--- src/hw/wtu_pkg.sv ---
/*
 * Constants and types shared by the watchdog timer unit.
 * Assumes nothing beyond a SystemVerilog compiler.
 */
package wtu_pkg;

    // ==========================================================
    // register indices (byte address = index * 4)
    localparam logic [5:0] WTU_IDX_RESTART = 6'h08;
    localparam logic [5:0] WTU_IDX_TEST = 6'h09;
    localparam logic [5:0] WTU_IDX_STATUS = 6'h0A;
    localparam logic [5:0] WTU_IDX_COUNT = 6'h0B;
    localparam int WTU_ADDR_W = 8;

    // ==========================================================
    // restart and test codes
    localparam logic [7:0] WTU_HIT_2S = 8'h5A;
    localparam logic [7:0] WTU_HIT_1S = 8'h57;
    localparam logic [7:0] WTU_HIT_500MS = 8'h59;
    localparam logic [7:0] WTU_HIT_250MS = 8'h53;
    localparam logic [7:0] WTU_TST_LOW = 8'h51;
    localparam logic [7:0] WTU_TST_HIGH = 8'h52;
    localparam logic [7:0] WTU_TST_BOTH = 8'h53;
    localparam logic [7:0] WTU_TST_OFF = 8'h54;

    // ==========================================================
    // counter and timing
    localparam int WTU_CNT_W = 17;
    localparam int WTU_LO_W = 8;
    localparam int WTU_OSC_HZ = 32768;
    localparam int WTU_T2S_MS = 2000;
    localparam int WTU_T1S_MS = 1000;
    localparam int WTU_T500_MS = 500;
    localparam int WTU_T250_MS = 250;
    localparam int WTU_MS_PER_S = 1000;

    // ==========================================================
    // status word field positions
    localparam int WTU_ST_DIS = 0;
    localparam int WTU_ST_MODE = 1;
    localparam int WTU_ST_PER = 3;
    localparam int WTU_ST_ARM = 5;
    localparam int WTU_ST_SEEN = 6;

    typedef enum logic [1:0] {
        WTU_PER_2S,
        WTU_PER_1S,
        WTU_PER_500MS,
        WTU_PER_250MS
    } wtu_period_t;

    typedef enum logic [1:0] {
        WTU_CLK_NORMAL,
        WTU_CLK_LOW,
        WTU_CLK_HIGH,
        WTU_CLK_BOTH
    } wtu_clkmode_t;

    localparam wtu_period_t WTU_PER_RST = WTU_PER_2S;

endpackage

--- src/hw/wtu_top.sv ---
/*
 * Watchdog timer unit: 17-bit supervision counter with restart codes,
 * test clocking, a two-write disable and an Avalon-MM register slave.
 * Assumes ref_clk (25 MHz) is the peripheral clock and osc_32k comes
 * from the low-speed oscillator pin.
 */
// The Avalon-MM interface to the registers was chosen for this implementation.
// Functional notes
// - counter is seventeen bits wide
// - normal counting from slow oscillator ticks
// - timeout gives one-clock low pulse on pin
// - timeout also pulses processor reset
// - code 5A restarts, two-second period
// - code 57 restarts, one-second period
// - code 59 restarts, 500 ms period
// - code 53 restarts, 250 ms period
// - other restart values change nothing
// - timeout keeps selected period
// - test 51 clocks low byte fast
// - test 52 clocks high byte fast
// - test 53 clocks both bytes fast
// - 54 right after 51-53 disables
// - lone 54 does not disable
// - any other test write re-enables
// - other test values mean normal clocking
`timescale 1ns/1ps
`default_nettype none

module wtu_top
    import wtu_pkg::*;
#(
    parameter int OSC_HZ = WTU_OSC_HZ // shorten for simulation
) (
    input wire logic ref_clk, // 25 MHz peripheral clock
    input wire logic rst_b, // sync reset, active low
    input wire logic osc_32k, // slow oscillator pin
    input wire logic [WTU_ADDR_W-1:0] avs_address, // byte address
    input wire logic avs_read, // read request
    input wire logic avs_write, // write request
    input wire logic [31:0] avs_writedata, // write data
    input wire logic [3:0] avs_byteenable, // byte lanes
    output logic [31:0] avs_readdata, // read data
    output logic avs_waitrequest, // stall
    output logic supervision_out_b, // watchdog pin, low pulse
    output logic cpu_rst // processor reset pulse
);

    localparam logic [WTU_CNT_W-1:0] LIM_2S =
        WTU_CNT_W'(OSC_HZ * WTU_T2S_MS / WTU_MS_PER_S);
    localparam logic [WTU_CNT_W-1:0] LIM_1S =
        WTU_CNT_W'(OSC_HZ * WTU_T1S_MS / WTU_MS_PER_S);
    localparam logic [WTU_CNT_W-1:0] LIM_500 =
        WTU_CNT_W'(OSC_HZ * WTU_T500_MS / WTU_MS_PER_S);
    localparam logic [WTU_CNT_W-1:0] LIM_250 =
        WTU_CNT_W'(OSC_HZ * WTU_T250_MS / WTU_MS_PER_S);
    localparam int HI_W = WTU_CNT_W - WTU_LO_W;

    // ==========================================================
    // functions
    function automatic logic idx_hit(input logic [WTU_ADDR_W-1:0] a,
                                     input logic [5:0] idx);
        idx_hit = (a[WTU_ADDR_W-1:2] == idx) && (a[1:0] == 2'b00);
    endfunction

    function automatic logic hit_valid(input logic [7:0] c);
        hit_valid = (c == WTU_HIT_2S) || (c == WTU_HIT_1S) ||
                    (c == WTU_HIT_500MS) || (c == WTU_HIT_250MS);
    endfunction

    function automatic wtu_period_t hit_period(input logic [7:0] c);
        case (c)
            WTU_HIT_1S: hit_period = WTU_PER_1S;
            WTU_HIT_500MS: hit_period = WTU_PER_500MS;
            WTU_HIT_250MS: hit_period = WTU_PER_250MS;
            default: hit_period = WTU_PER_2S;
        endcase
    endfunction

    function automatic logic [WTU_CNT_W-1:0] limit_of(input wtu_period_t p);
        case (p)
            WTU_PER_1S: limit_of = LIM_1S;
            WTU_PER_500MS: limit_of = LIM_500;
            WTU_PER_250MS: limit_of = LIM_250;
            default: limit_of = LIM_2S;
        endcase
    endfunction

    function automatic logic is_test_clk(input logic [7:0] c);
        is_test_clk = (c == WTU_TST_LOW) || (c == WTU_TST_HIGH) ||
                      (c == WTU_TST_BOTH);
    endfunction

    // ==========================================================
    // oscillator tick
    logic tick;

    wtu_osc_sync u_sync (
        .ref_clk(ref_clk),
        .rst_b(rst_b),
        .osc_in(osc_32k),
        .tick(tick)
    );

    // ==========================================================
    // bus slave: waitrequest drops one cycle after a request
    logic wait_q, wait_d;
    logic [31:0] rdata_q, rdata_d;
    logic req, go_wr, wr_ctl, wr_tst;
    logic [7:0] wbyte;

    logic [WTU_CNT_W-1:0] cnt_q, cnt_d;
    wtu_period_t per_q, per_d;
    wtu_clkmode_t mode_q, mode_d;
    logic arm_q, arm_d, dis_q, dis_d, seen_q, seen_d;
    logic out_b_q, out_b_d, rst_q, rst_d;

    assign req = avs_read || avs_write;
    assign go_wr = avs_write && !wait_q && avs_byteenable[0];
    assign wbyte = avs_writedata[7:0];
    assign wr_ctl = go_wr && idx_hit(avs_address, WTU_IDX_RESTART);
    assign wr_tst = go_wr && idx_hit(avs_address, WTU_IDX_TEST);

    always_comb begin
        wait_d = !(req && wait_q);
        rdata_d = rdata_q;
        if (avs_read && wait_q) begin
            // write-only registers and holes read as zero
            rdata_d = 32'h0000_0000;
            if (idx_hit(avs_address, WTU_IDX_STATUS)) begin
                rdata_d[WTU_ST_DIS] = dis_q;
                rdata_d[WTU_ST_MODE +: 2] = mode_q;
                rdata_d[WTU_ST_PER +: 2] = per_q;
                rdata_d[WTU_ST_ARM] = arm_q;
                rdata_d[WTU_ST_SEEN] = seen_q;
            end else if (idx_hit(avs_address, WTU_IDX_COUNT)) begin
                rdata_d[WTU_CNT_W-1:0] = cnt_q;
            end
        end
    end

    always_ff @(posedge ref_clk) begin
        if (!rst_b) begin
            wait_q <= 1'b1;
            rdata_q <= 32'h0000_0000;
        end else begin
            wait_q <= wait_d;
            rdata_q <= rdata_d;
        end
    end

    // ==========================================================
    // configuration: period, clock mode, disable sequence
    always_comb begin
        per_d = per_q;
        mode_d = mode_q;
        arm_d = arm_q;
        dis_d = dis_q;
        if (wr_ctl && hit_valid(wbyte)) begin
            per_d = hit_period(wbyte);
        end
        if (wr_tst) begin
            arm_d = is_test_clk(wbyte);
            case (wbyte)
                WTU_TST_LOW: mode_d = WTU_CLK_LOW;
                WTU_TST_HIGH: mode_d = WTU_CLK_HIGH;
                WTU_TST_BOTH: mode_d = WTU_CLK_BOTH;
                default: mode_d = WTU_CLK_NORMAL;
            endcase
            if (wbyte == WTU_TST_OFF) begin
                // a lone 54 neither disables nor re-enables
                if (arm_q) begin
                    dis_d = 1'b1;
                end
            end else begin
                dis_d = 1'b0;
            end
        end
    end

    // period reset only here, never by a timeout
    always_ff @(posedge ref_clk) begin
        if (!rst_b) begin
            per_q <= WTU_PER_RST;
            mode_q <= WTU_CLK_NORMAL;
            arm_q <= 1'b0;
            dis_q <= 1'b0;
        end else begin
            per_q <= per_d;
            mode_q <= mode_d;
            arm_q <= arm_d;
            dis_q <= dis_d;
        end
    end

    // ==========================================================
    // supervision counter
    logic lo_inc, hi_inc, carry, timeout;
    logic [WTU_LO_W-1:0] lo_n;
    logic [HI_W-1:0] hi_n;
    logic [WTU_CNT_W-1:0] cnt_n;

    always_comb begin
        // test modes trade realism for a fast run to timeout
        lo_inc = !dis_q && ((mode_q == WTU_CLK_LOW) ||
                 (mode_q == WTU_CLK_BOTH) || tick);
        if ((mode_q == WTU_CLK_LOW) || (mode_q == WTU_CLK_BOTH)) begin
            lo_inc = !dis_q;
        end
        carry = lo_inc && (cnt_q[WTU_LO_W-1:0] == 8'hFF);
        hi_inc = !dis_q && ((mode_q == WTU_CLK_HIGH) ||
                 (mode_q == WTU_CLK_BOTH) || carry);
        if (mode_q == WTU_CLK_HIGH || mode_q == WTU_CLK_BOTH) begin
            hi_inc = !dis_q;
        end
        lo_n = cnt_q[WTU_LO_W-1:0] + WTU_LO_W'(lo_inc);
        hi_n = cnt_q[WTU_CNT_W-1:WTU_LO_W] + HI_W'(hi_inc);
        cnt_n = {hi_n, lo_n};
        // compare as a crossing: the high byte steps by 256 in the high and both test modes
        timeout = (lo_inc || hi_inc) && (cnt_n >= limit_of(per_q));
        cnt_d = cnt_n;
        out_b_d = 1'b1;
        rst_d = 1'b0;
        seen_d = seen_q;
        if (wr_ctl && hit_valid(wbyte)) begin
            // a restart in the timeout cycle wins
            cnt_d = '0;
        end else if (wr_ctl) begin
            cnt_d = cnt_n;
        end
        if (!(wr_ctl && hit_valid(wbyte)) && timeout) begin
            cnt_d = '0;
            out_b_d = 1'b0;
            rst_d = 1'b1;
            seen_d = 1'b1;
        end
    end

    always_ff @(posedge ref_clk) begin
        if (!rst_b) begin
            cnt_q <= '0;
            out_b_q <= 1'b1;
            rst_q <= 1'b0;
            seen_q <= 1'b0;
        end else begin
            cnt_q <= cnt_d;
            out_b_q <= out_b_d;
            rst_q <= rst_d;
            seen_q <= seen_d;
        end
    end

    assign avs_readdata = rdata_q;
    assign avs_waitrequest = wait_q;
    assign supervision_out_b = out_b_q;
    assign cpu_rst = rst_q;

    logic hit_ok;
    assign hit_ok = wr_ctl && hit_valid(wbyte);
endmodule // wtu_top

`default_nettype wire

--- src/hw/wtu_osc_sync.sv ---
/*
 * Brings the slow oscillator pin into the ref_clk domain and gives a
 * one-cycle tick per rising edge.
 * Assumes the oscillator is far slower than ref_clk.
 */
`timescale 1ns/1ps
`default_nettype none

module wtu_osc_sync (
    input wire logic ref_clk, // system clock
    input wire logic rst_b, // sync reset, active low
    input wire logic osc_in, // raw oscillator pin
    output logic tick // one pulse per oscillator rise
);

    // ==========================================================
    // three-stage capture
    logic s1_q, s2_q, s3_q, lvl_q, tick_q;
    logic s1_d, s2_d, s3_d, lvl_d, tick_d;

    always_comb begin
        s1_d = osc_in;
        s2_d = s1_q;
        s3_d = s2_q;
        lvl_d = lvl_q;
        tick_d = 1'b0;
        // a change counts only once stages two and three agree
        if (s2_q == s3_q) begin
            lvl_d = s3_q;
            tick_d = s3_q && !lvl_q;
        end
    end

    always_ff @(posedge ref_clk) begin
        if (!rst_b) begin
            s1_q <= 1'b0;
            s2_q <= 1'b0;
            s3_q <= 1'b0;
            lvl_q <= 1'b0;
            tick_q <= 1'b0;
        end else begin
            s1_q <= s1_d;
            s2_q <= s2_d;
            s3_q <= s3_d;
            lvl_q <= lvl_d;
            tick_q <= tick_d;
        end
    end

    assign tick = tick_q;

endmodule // wtu_osc_sync

`default_nettype wire

--- config.mk ---
export PLATFORM = sky130hd
export DESIGN_NAME = wtu_top
export DESIGN_NICKNAME = d
export VERILOG_FILES = /design/src/hw/wtu_pkg.sv /design/src/hw/wtu_top.sv /design/src/hw/wtu_osc_sync.sv
export SDC_FILE = /design/constraint.sdc
export NUM_CORES = 1
export LEC_CHECK = 0
export ABC_CLOCK_PERIOD_IN_PS = 4700
export CAP_MARGIN = 20
export CORE_MARGIN = 5
export CORE_UTILIZATION = 55
export DETAILED_ROUTE_END_ITERATION = 16
export DONT_BUFFER_PORTS = 1
export GPL_TIMING_DRIVEN = 1
export PLACE_DENSITY = 0.78
export SYNTH_ARGS = -nofsm -noshare
export SYNTH_HDL_FRONTEND = slang
export SYNTH_SLANG_ARGS = --single-unit
--- constraint.sdc ---
create_clock -name ref_clk -period 4.7 [get_ports ref_clk]
set_clock_uncertainty 0.2 [all_clocks]
set_input_delay 1.175 -clock ref_clk [delete_from_list [all_inputs] [get_ports ref_clk]]
set_output_delay 1.175 -clock ref_clk [all_outputs]
set_load 0.05 [all_outputs]
# Word-level counts from Yosys, hierarchy flattened
# Cells that the tools add are included.
# classes
addsub	2
n_mul	0
div_mod_pow	0
order_cmp	1
eq_ne	20
shift	0
mux	12
bitwise_logic	1
n_reduce_logical	37
# ops
op	count
$eq 8x7->1 const B	7
$pmux 17 s3	1
$eq 6x4->1 const B	4
$ge 17x17->1	1
$logic_and 1x1->1	17
$mux 17	1
$pmux 2 s3	2
$logic_or 1x1->1	11
$mux 10	1
$add 9x1->9	1
$add 8x1->8	1
$eq 2x2->1 const B	4
$eq 8x8->1 const B	1
$mux 7	1
$mux 1	6
$logic_not 1->1	5
$eq 2x1->1 const B	2
$reduce_and 2->1	2
$reduce_or 3->1	1
$logic_not 2->1	1
$ne 2x2->1 const B	1
$eq 1x1->1	1
$not 1->1	1
# word_totals
register_bits	49
latchBits	0
mem_bits_rw	0
mem_bits_ro	0
in_bits	49
out_inout_bits	35
elab_cells	88
mem_count	0

# Logic depth before layout (Yosys ltp)
# depth
word_depth	14
depth_mapped	16
depth_no_buf	15

# Cells and area by module
# From an unflattened synthesis, not the netlist that was laid out.
# hier_totals
cells_unflattened	281
hier_area_um2	2446.1
# by_module_without_submodules
mod	n_inst	cells_each	area_per_inst_um2	seq_area_each_um2
wtu_top	1	269	2297.2	880.8
wtu_osc_sync	1	12	148.9	100.1

# Worst setup path before layout
# No wires, ideal clock.
# synth_timing
path_kind	register to register
from	register cnt_q[3]
to	register cnt_q[3]
setup_time_ns	0.128
arrival_time_ns	3.369
t_required_ns	4.372
slack_ns	1.003
path_stages_with_launch	17
n_path_buf	1
synth_period_minus_slack_ns	3.697
cell_sequence	dfxtp_1 and4_2 and3_1 nand4b_1 a21oi_1 ha_1 ha_1 and3_1 and3_1 xor2_1 ha_1 nor2_1 a211oi_1 or4b_4 nor2_2 buf_6 nor3_1
# synth_via
elab_chain_len	10
elab_cells_between_ends	12
cone_classes	2 x add/sub; 1 x order compare; 1 x eq/ne; 1 x mux; 7 x reduce/logical
# synth_lines
element	line	text
start, declared	wtu_top.sv:111	logic [WTU_CNT_W-1:0] cnt_q, cnt_d;
start signal, assigned	wtu_top.sv:245	cnt_q <= cnt_d;
$eq 8x8->1	wtu_top.sv:209	carry = lo_inc && (cnt_q[WTU_LO_W-1:0] == 8'hFF);
$logic_and 1x1->1	wtu_top.sv:209	
$logic_or 1x1->1	wtu_top.sv:211	(mode_q == WTU_CLK_BOTH) || carry);
$logic_and 1x1->1	wtu_top.sv:210	hi_inc = !dis_q && ((mode_q == WTU_CLK_HIGH) ||
$mux 1	wtu_top.sv:212	if (mode_q == WTU_CLK_HIGH || mode_q == WTU_CLK_BOTH) begin
$add 9x1->9	wtu_top.sv:216	hi_n = cnt_q[WTU_CNT_W-1:WTU_LO_W] + HI_W'(hi_inc);
via hi_n[8]	wtu_top.sv:199	logic [HI_W-1:0] hi_n;
$ge 17x17->1	wtu_top.sv:219	timeout = (lo_inc || hi_inc) && (cnt_n >= limit_of(per_q));
$logic_and 1x1->1	wtu_top.sv:219	
$logic_and 1x1->1	wtu_top.sv:230	if (!(wr_ctl && hit_valid(wbyte)) && timeout) begin
$reduce_or 3->1 (no source line)	-	
# The timed path passes the listed nets, and every way through them passes these cells.
# A chain may end at the register's enable or synchronous reset.

# Worst setup path in the final report
# layout_timing
from	register cnt_q[2]
to	register out_b_q, in the netlist supervision_out_b
# layout_via
elab_chain_len	10
elab_cells_between_ends	12
cone_classes	2 x add/sub; 1 x order compare; 1 x eq/ne; 2 x mux; 6 x reduce/logical
# layout_lines
element	line	text
$eq 8x8->1	wtu_top.sv:209	
$logic_and 1x1->1	wtu_top.sv:209	
$logic_or 1x1->1	wtu_top.sv:211	
$logic_and 1x1->1	wtu_top.sv:210	
$mux 1	wtu_top.sv:212	
$add 9x1->9	wtu_top.sv:216	
via hi_n[8]	wtu_top.sv:199	
$ge 17x17->1	wtu_top.sv:219	
$logic_and 1x1->1	wtu_top.sv:219	
$logic_and 1x1->1	wtu_top.sv:230	
$mux 1	wtu_top.sv:230	
end signal, assigned	wtu_top.sv:246	out_b_q <= out_b_d;
end, declared	wtu_top.sv:115	logic out_b_q, out_b_d, rst_q, rst_d;
# The timed path passes the listed nets, and every way through them passes these cells.

==> results by stage <==
Critical path:
- The worst reg2reg path depth is 16.
- The family of cells with the greatest summed delay on the critical path is simple AND/OR/NAND/NOR gates.
- STA puts the critical path data required time at 4680 ps.
- The signal on the critical path passes through and4_2 > and3_1 > nand4b_1 > a21oi_1 > ha_1 > ha_1 > and3_1 > and3_1 > xor2_1 > ha_1 > nor2_1 > a211oi_1 > or4b_4 > nor2_2 > buf_4 > o211ai_1.
- The sum of buffers and inverters on the critical path is 1.
- The worst setup path is launched from a flop.
- Along the worst path, the maximum fanout reaches 7.
- The worst register-to-register path ends at supervision_out_b.
- In this design, the stage delay of the slowest critical-path cell is 510 ps.
- The worst-case register-to-register setup slack is 540 ps.
- The slowest cell on the critical path is or4b_4.
- The data arrival time of the worst path is 4140 ps.
- The type of the worst setup path is flop to flop.
- The endpoint class of the critical path is a flop.
- The worst register-to-register path begins at cnt_q[2].

Cells and area:
- The most common cell after layout, fill and taps aside is dfxtp_1.
- The repair_antennas step left the layout with diodes totalling 0.
- The final core area utilization is 57.9%.
- Cells with a size suffix above 1 make up 6.11% of the layout.
- Leaving out fill and tap cells, the most frequent cells in the layout are dfxtp_1 (49), nand2_1 (18), nor3_1 (15), conb_1 (15).
- For this run, the post-layout net count is 319.
- The filler cell count is 396.
- The signed area change from the synthesized netlist to the final layout is 2.93%.

Detailed routing:
- Summed over all layers, the routed wires come to 4.79 mm.
- The first detailed-routing pass took 4 iterations.
- The detailed router finished its first iteration with 144 violations.
- The routed design uses 2.26 mm of met2 wire.
- In the routed design, unresolved DRC markers number 0.
- The detailed router used layers up to and including met4.
- Using the TritonRoute via totals, the vias-per-cell ratio works out to 5.82.
- The via count of the routed design is 1,828.
- The remaining antenna violation count is 0.
- The routed design uses 306 um of met3 wire.
- In the final routed layout, each cell accounts on average for 15.2 um.
- For this block, wires on met1 add up to 2.15 mm.

Run:
- Across the run, the number of max-cap violations was 0.

Floorplan:
- The number of top-level pins is 84.
- Row generation in the floorplan step produced 24 rows.
- The initial utilization of the core area, before any placement, comes to 56.3%.
- The core region is 4320 sq um.
- In this run the horizontal extent of the chip is 76.5 um.
- The die extent in y is 76.5 um.
- The full die area is 5850 sq um.

STA:
- In the final timing run, aggregate negative setup slack is 0 ps.
- At the pin with the least slew margin, the transition time is 644 ps.
- The post-layout minimum cycle time is 4160 ps.
- Measured against its own limit, the worst slew margin works out to 56.8%.
- Setup violations remaining at the end of the flow were counted as 0.
- Setup repair after global routing left no endpoint under its margin.
- The count of pins over their slew limit is 0.
- The final-report hold violation count is 0.
- The top achievable clock speed is 240 MHz.
- The period utilization is 88.5%.

Synthesis:
- The gate count of the mapped netlist is 262.
- Summing the areas of all compound-gate instances in the mapped netlist gives 11.6% of the synthesized area.
- The count of distinct cell types in the synthesized netlist is 48.
- The flip-flop cell with the highest count after synthesis is dfxtp_1.
- The fraction of the yosys area taken by sequential cells is 40.3%.
- During synthesis, Yosys emitted a total of 0 warnings.
- After synthesis, the share of flip-flops with an asynchronous set or reset is 0%.
- The adder-cell share of the synthesized area is 4.12%.
- The synthesized netlist devotes 5.76% of its cell area to XOR and XNOR gates.
- Summing the areas of all and, or, nand and nor instances in the mapped netlist gives 27.9% of the synthesized area.
- Yosys mapped a number of flops with a built-in enable equal to 0.
- After synthesis the netlist holds a flip-flop and latch count of 49.
- The main combinational cell family by area after synthesis is simple AND/OR/NAND/NOR gates.
- After synthesis the cells add up to 2430 sq um.
- The share of cell area taken by muxes after synthesis is 3.29%.
- The average instance in the mapped netlist occupies 9.28 sq um.

Global routing:
- Entering global routing, the biggest net connects 33 pins.
- After global routing the overflow that remains totals 0.
- The number of antenna violations at the first check in global routing came to 0.
- The total track usage is 16.1%.
- The via count of the first global-routing pass is 1,673.
- The first global-routing pass estimated 7.82 mm of wire.

CTS:
- For the worst-skew pair, the clock arrives at the later sink with an insertion delay of 300 ps.
- The root buffer cell is clkbuf_8.
- The number of levels in the clock H-tree is 2.
- The hold buffer count at cts is 0.
- The count of cells resized by post-cts repair is 0.
- In this run the post-CTS setup repair buffer count came out at 0.
- The clock tree from TritonCTS is done.
- The clock-pin slew on the worst setup and hold paths is 90 ps.
- The maximum count of clock buffers along a single path is 2.
- The number of buffers added by the clock tree synthesis step is 5.
- The number of clock sinks seen by CTS is 49.

Min path:
- The worst hold path begins at u_sync.s1_q.
- The worst hold path belongs to the class flop to flop.
- The worst hold path stage count is 1.
- The path with the worst hold slack has its endpoint at u_sync.s2_q.

Status:
- The run finished with clean final reports.

Power:
- In this run the power density over the cells is 286 nW/um^2.
- Net switching is 24.3% of the power.
- The cell leakage power is 0.959 nW.
- The share of power burned in the clock network is 35.1%.
- Summed over all nets, the switching power comes to 174 uW.
- The worst vdd rail ir drop is 0.000187 V.
- Per report_power, the sequential group accounts for 58.7% of the total.
- The share of total power in combinational logic is 6.2%.
- The internal power of the cells totals 541 uW.

Place:
- The detailed-placement wirelength estimate is 3.47 mm.
- The number of I/O port buffers is 0.
- Routability-driven placement finished with a final weighted congestion of 0.840.
[through the flow]
step	hold WS (ps)	instance area (sq um)	worst slack [ps]	std cells	power, mW
after detailed placement	224	2410	637	307	0.474
after global routing	262	2500	240	314	0.741
after global placement	217	2410	615	307	0.473
after CTS	244	2500	571	314	0.719
final	238	2500	540	314	0.715
after floorplan	212	2480	1000	276	0.485
[routing by layer]
layer,up-vias,GRT usage [%]
met3,8,4.61
met4,0,5.77
met2,53,26.5
met5,-,0
li1,899,-
met1,868,19.9
[logic make-up (layout without fill, tap and decap cells)]
kind of cell / Yosys count / in the layout
fa+ha+maj: 8 / 8
xor+xnor: 16 / 16
compound gates: 41 / 41
flops: 49 / 49
buf+inv: 26 / 12
other cells: 1 / 15
mux: 8 / 8
simple gates: 113 / 113
[sequential cells by signal, summed over array words and instances, names as in the netlist, 2 cells and up]
register      count
cnt_q            17
avs_readdata     17
mode_q            2
per_q             2
[worst max path at each step]
stage                     slack [ps]      from  depth (start not counted)                 to
final                            540  cnt_q[2]                         16  supervision_out_b
after detailed placement         640  cnt_q[2]                         16  supervision_out_b
after CTS                        570  cnt_q[4]                         16  supervision_out_b
after global placement           620  cnt_q[4]                         16  supervision_out_b
after global routing             240  cnt_q[3]                         16           cnt_q[2]
after floorplan                 1000  cnt_q[3]                         16           cnt_q[3]
[power by group through the flow]
stage | clock (mW) | combinational (mW) | sequential (mW)
after global placement | 0 | 0.0434 | 0.430
after floorplan | 0 | 0.0550 | 0.430
after CTS | 0.256 | 0.0439 | 0.420
after detailed placement | 0 | 0.0438 | 0.430
final | 0.251 | 0.0442 | 0.420
after global routing | 0.274 | 0.0462 | 0.420
[layout make-up]
| class | count | area [sq um] | share of cell area [%] |
|---|---|---|---|
| clock inverters | 1 | 7.51 | 0.300 |
| flip-flops and latches | 49 | 981 | 39.2 |
| repair buffers | 3 | 22.5 | 0.900 |
| clock buffers | 6 | 82.6 | 3.30 |
| well taps | 52 | 65.1 | 2.60 |
| multi-input cells | 201 | 1340 | 53.4 |
| inverters | 2 | 7.51 | 0.300 |
[worst register-to-register path, delay by kind of cell, from the launching register on]
family / cells / cell delay (ps)
buffers and inverters: 1 / 190
DFF: 1 / 470
adders and majority gates: 3 / 710
xor gates and xnor gates: 1 / 190
and+or+nand+nor: 8 / 1740
AOI/OAI and AO/OA: 3 / 540
[synthesized netlist by cell type, drive strengths merged (4+ instances only)]
master,number,area share [%]
xnor2,7,2.5
nor3,15,3.1
o21ai,9,1.9
clkbuf,5,0.77
nor2,11,2.1
and2,12,3.1
buf,19,5.8
nor2b,12,3.1
xor2,9,3.2
a31oi,4,1.0
dfxtp,49,40
mux2i,8,3.3
nand2,18,2.8
nor3b,9,2.8
nand3,6,1.2
nand2b,5,1.3
a21boi,8,2.5
ha,8,4.1
a22oi,10,3.1
and3,7,2.0
(Power assumes the default switching activity.)
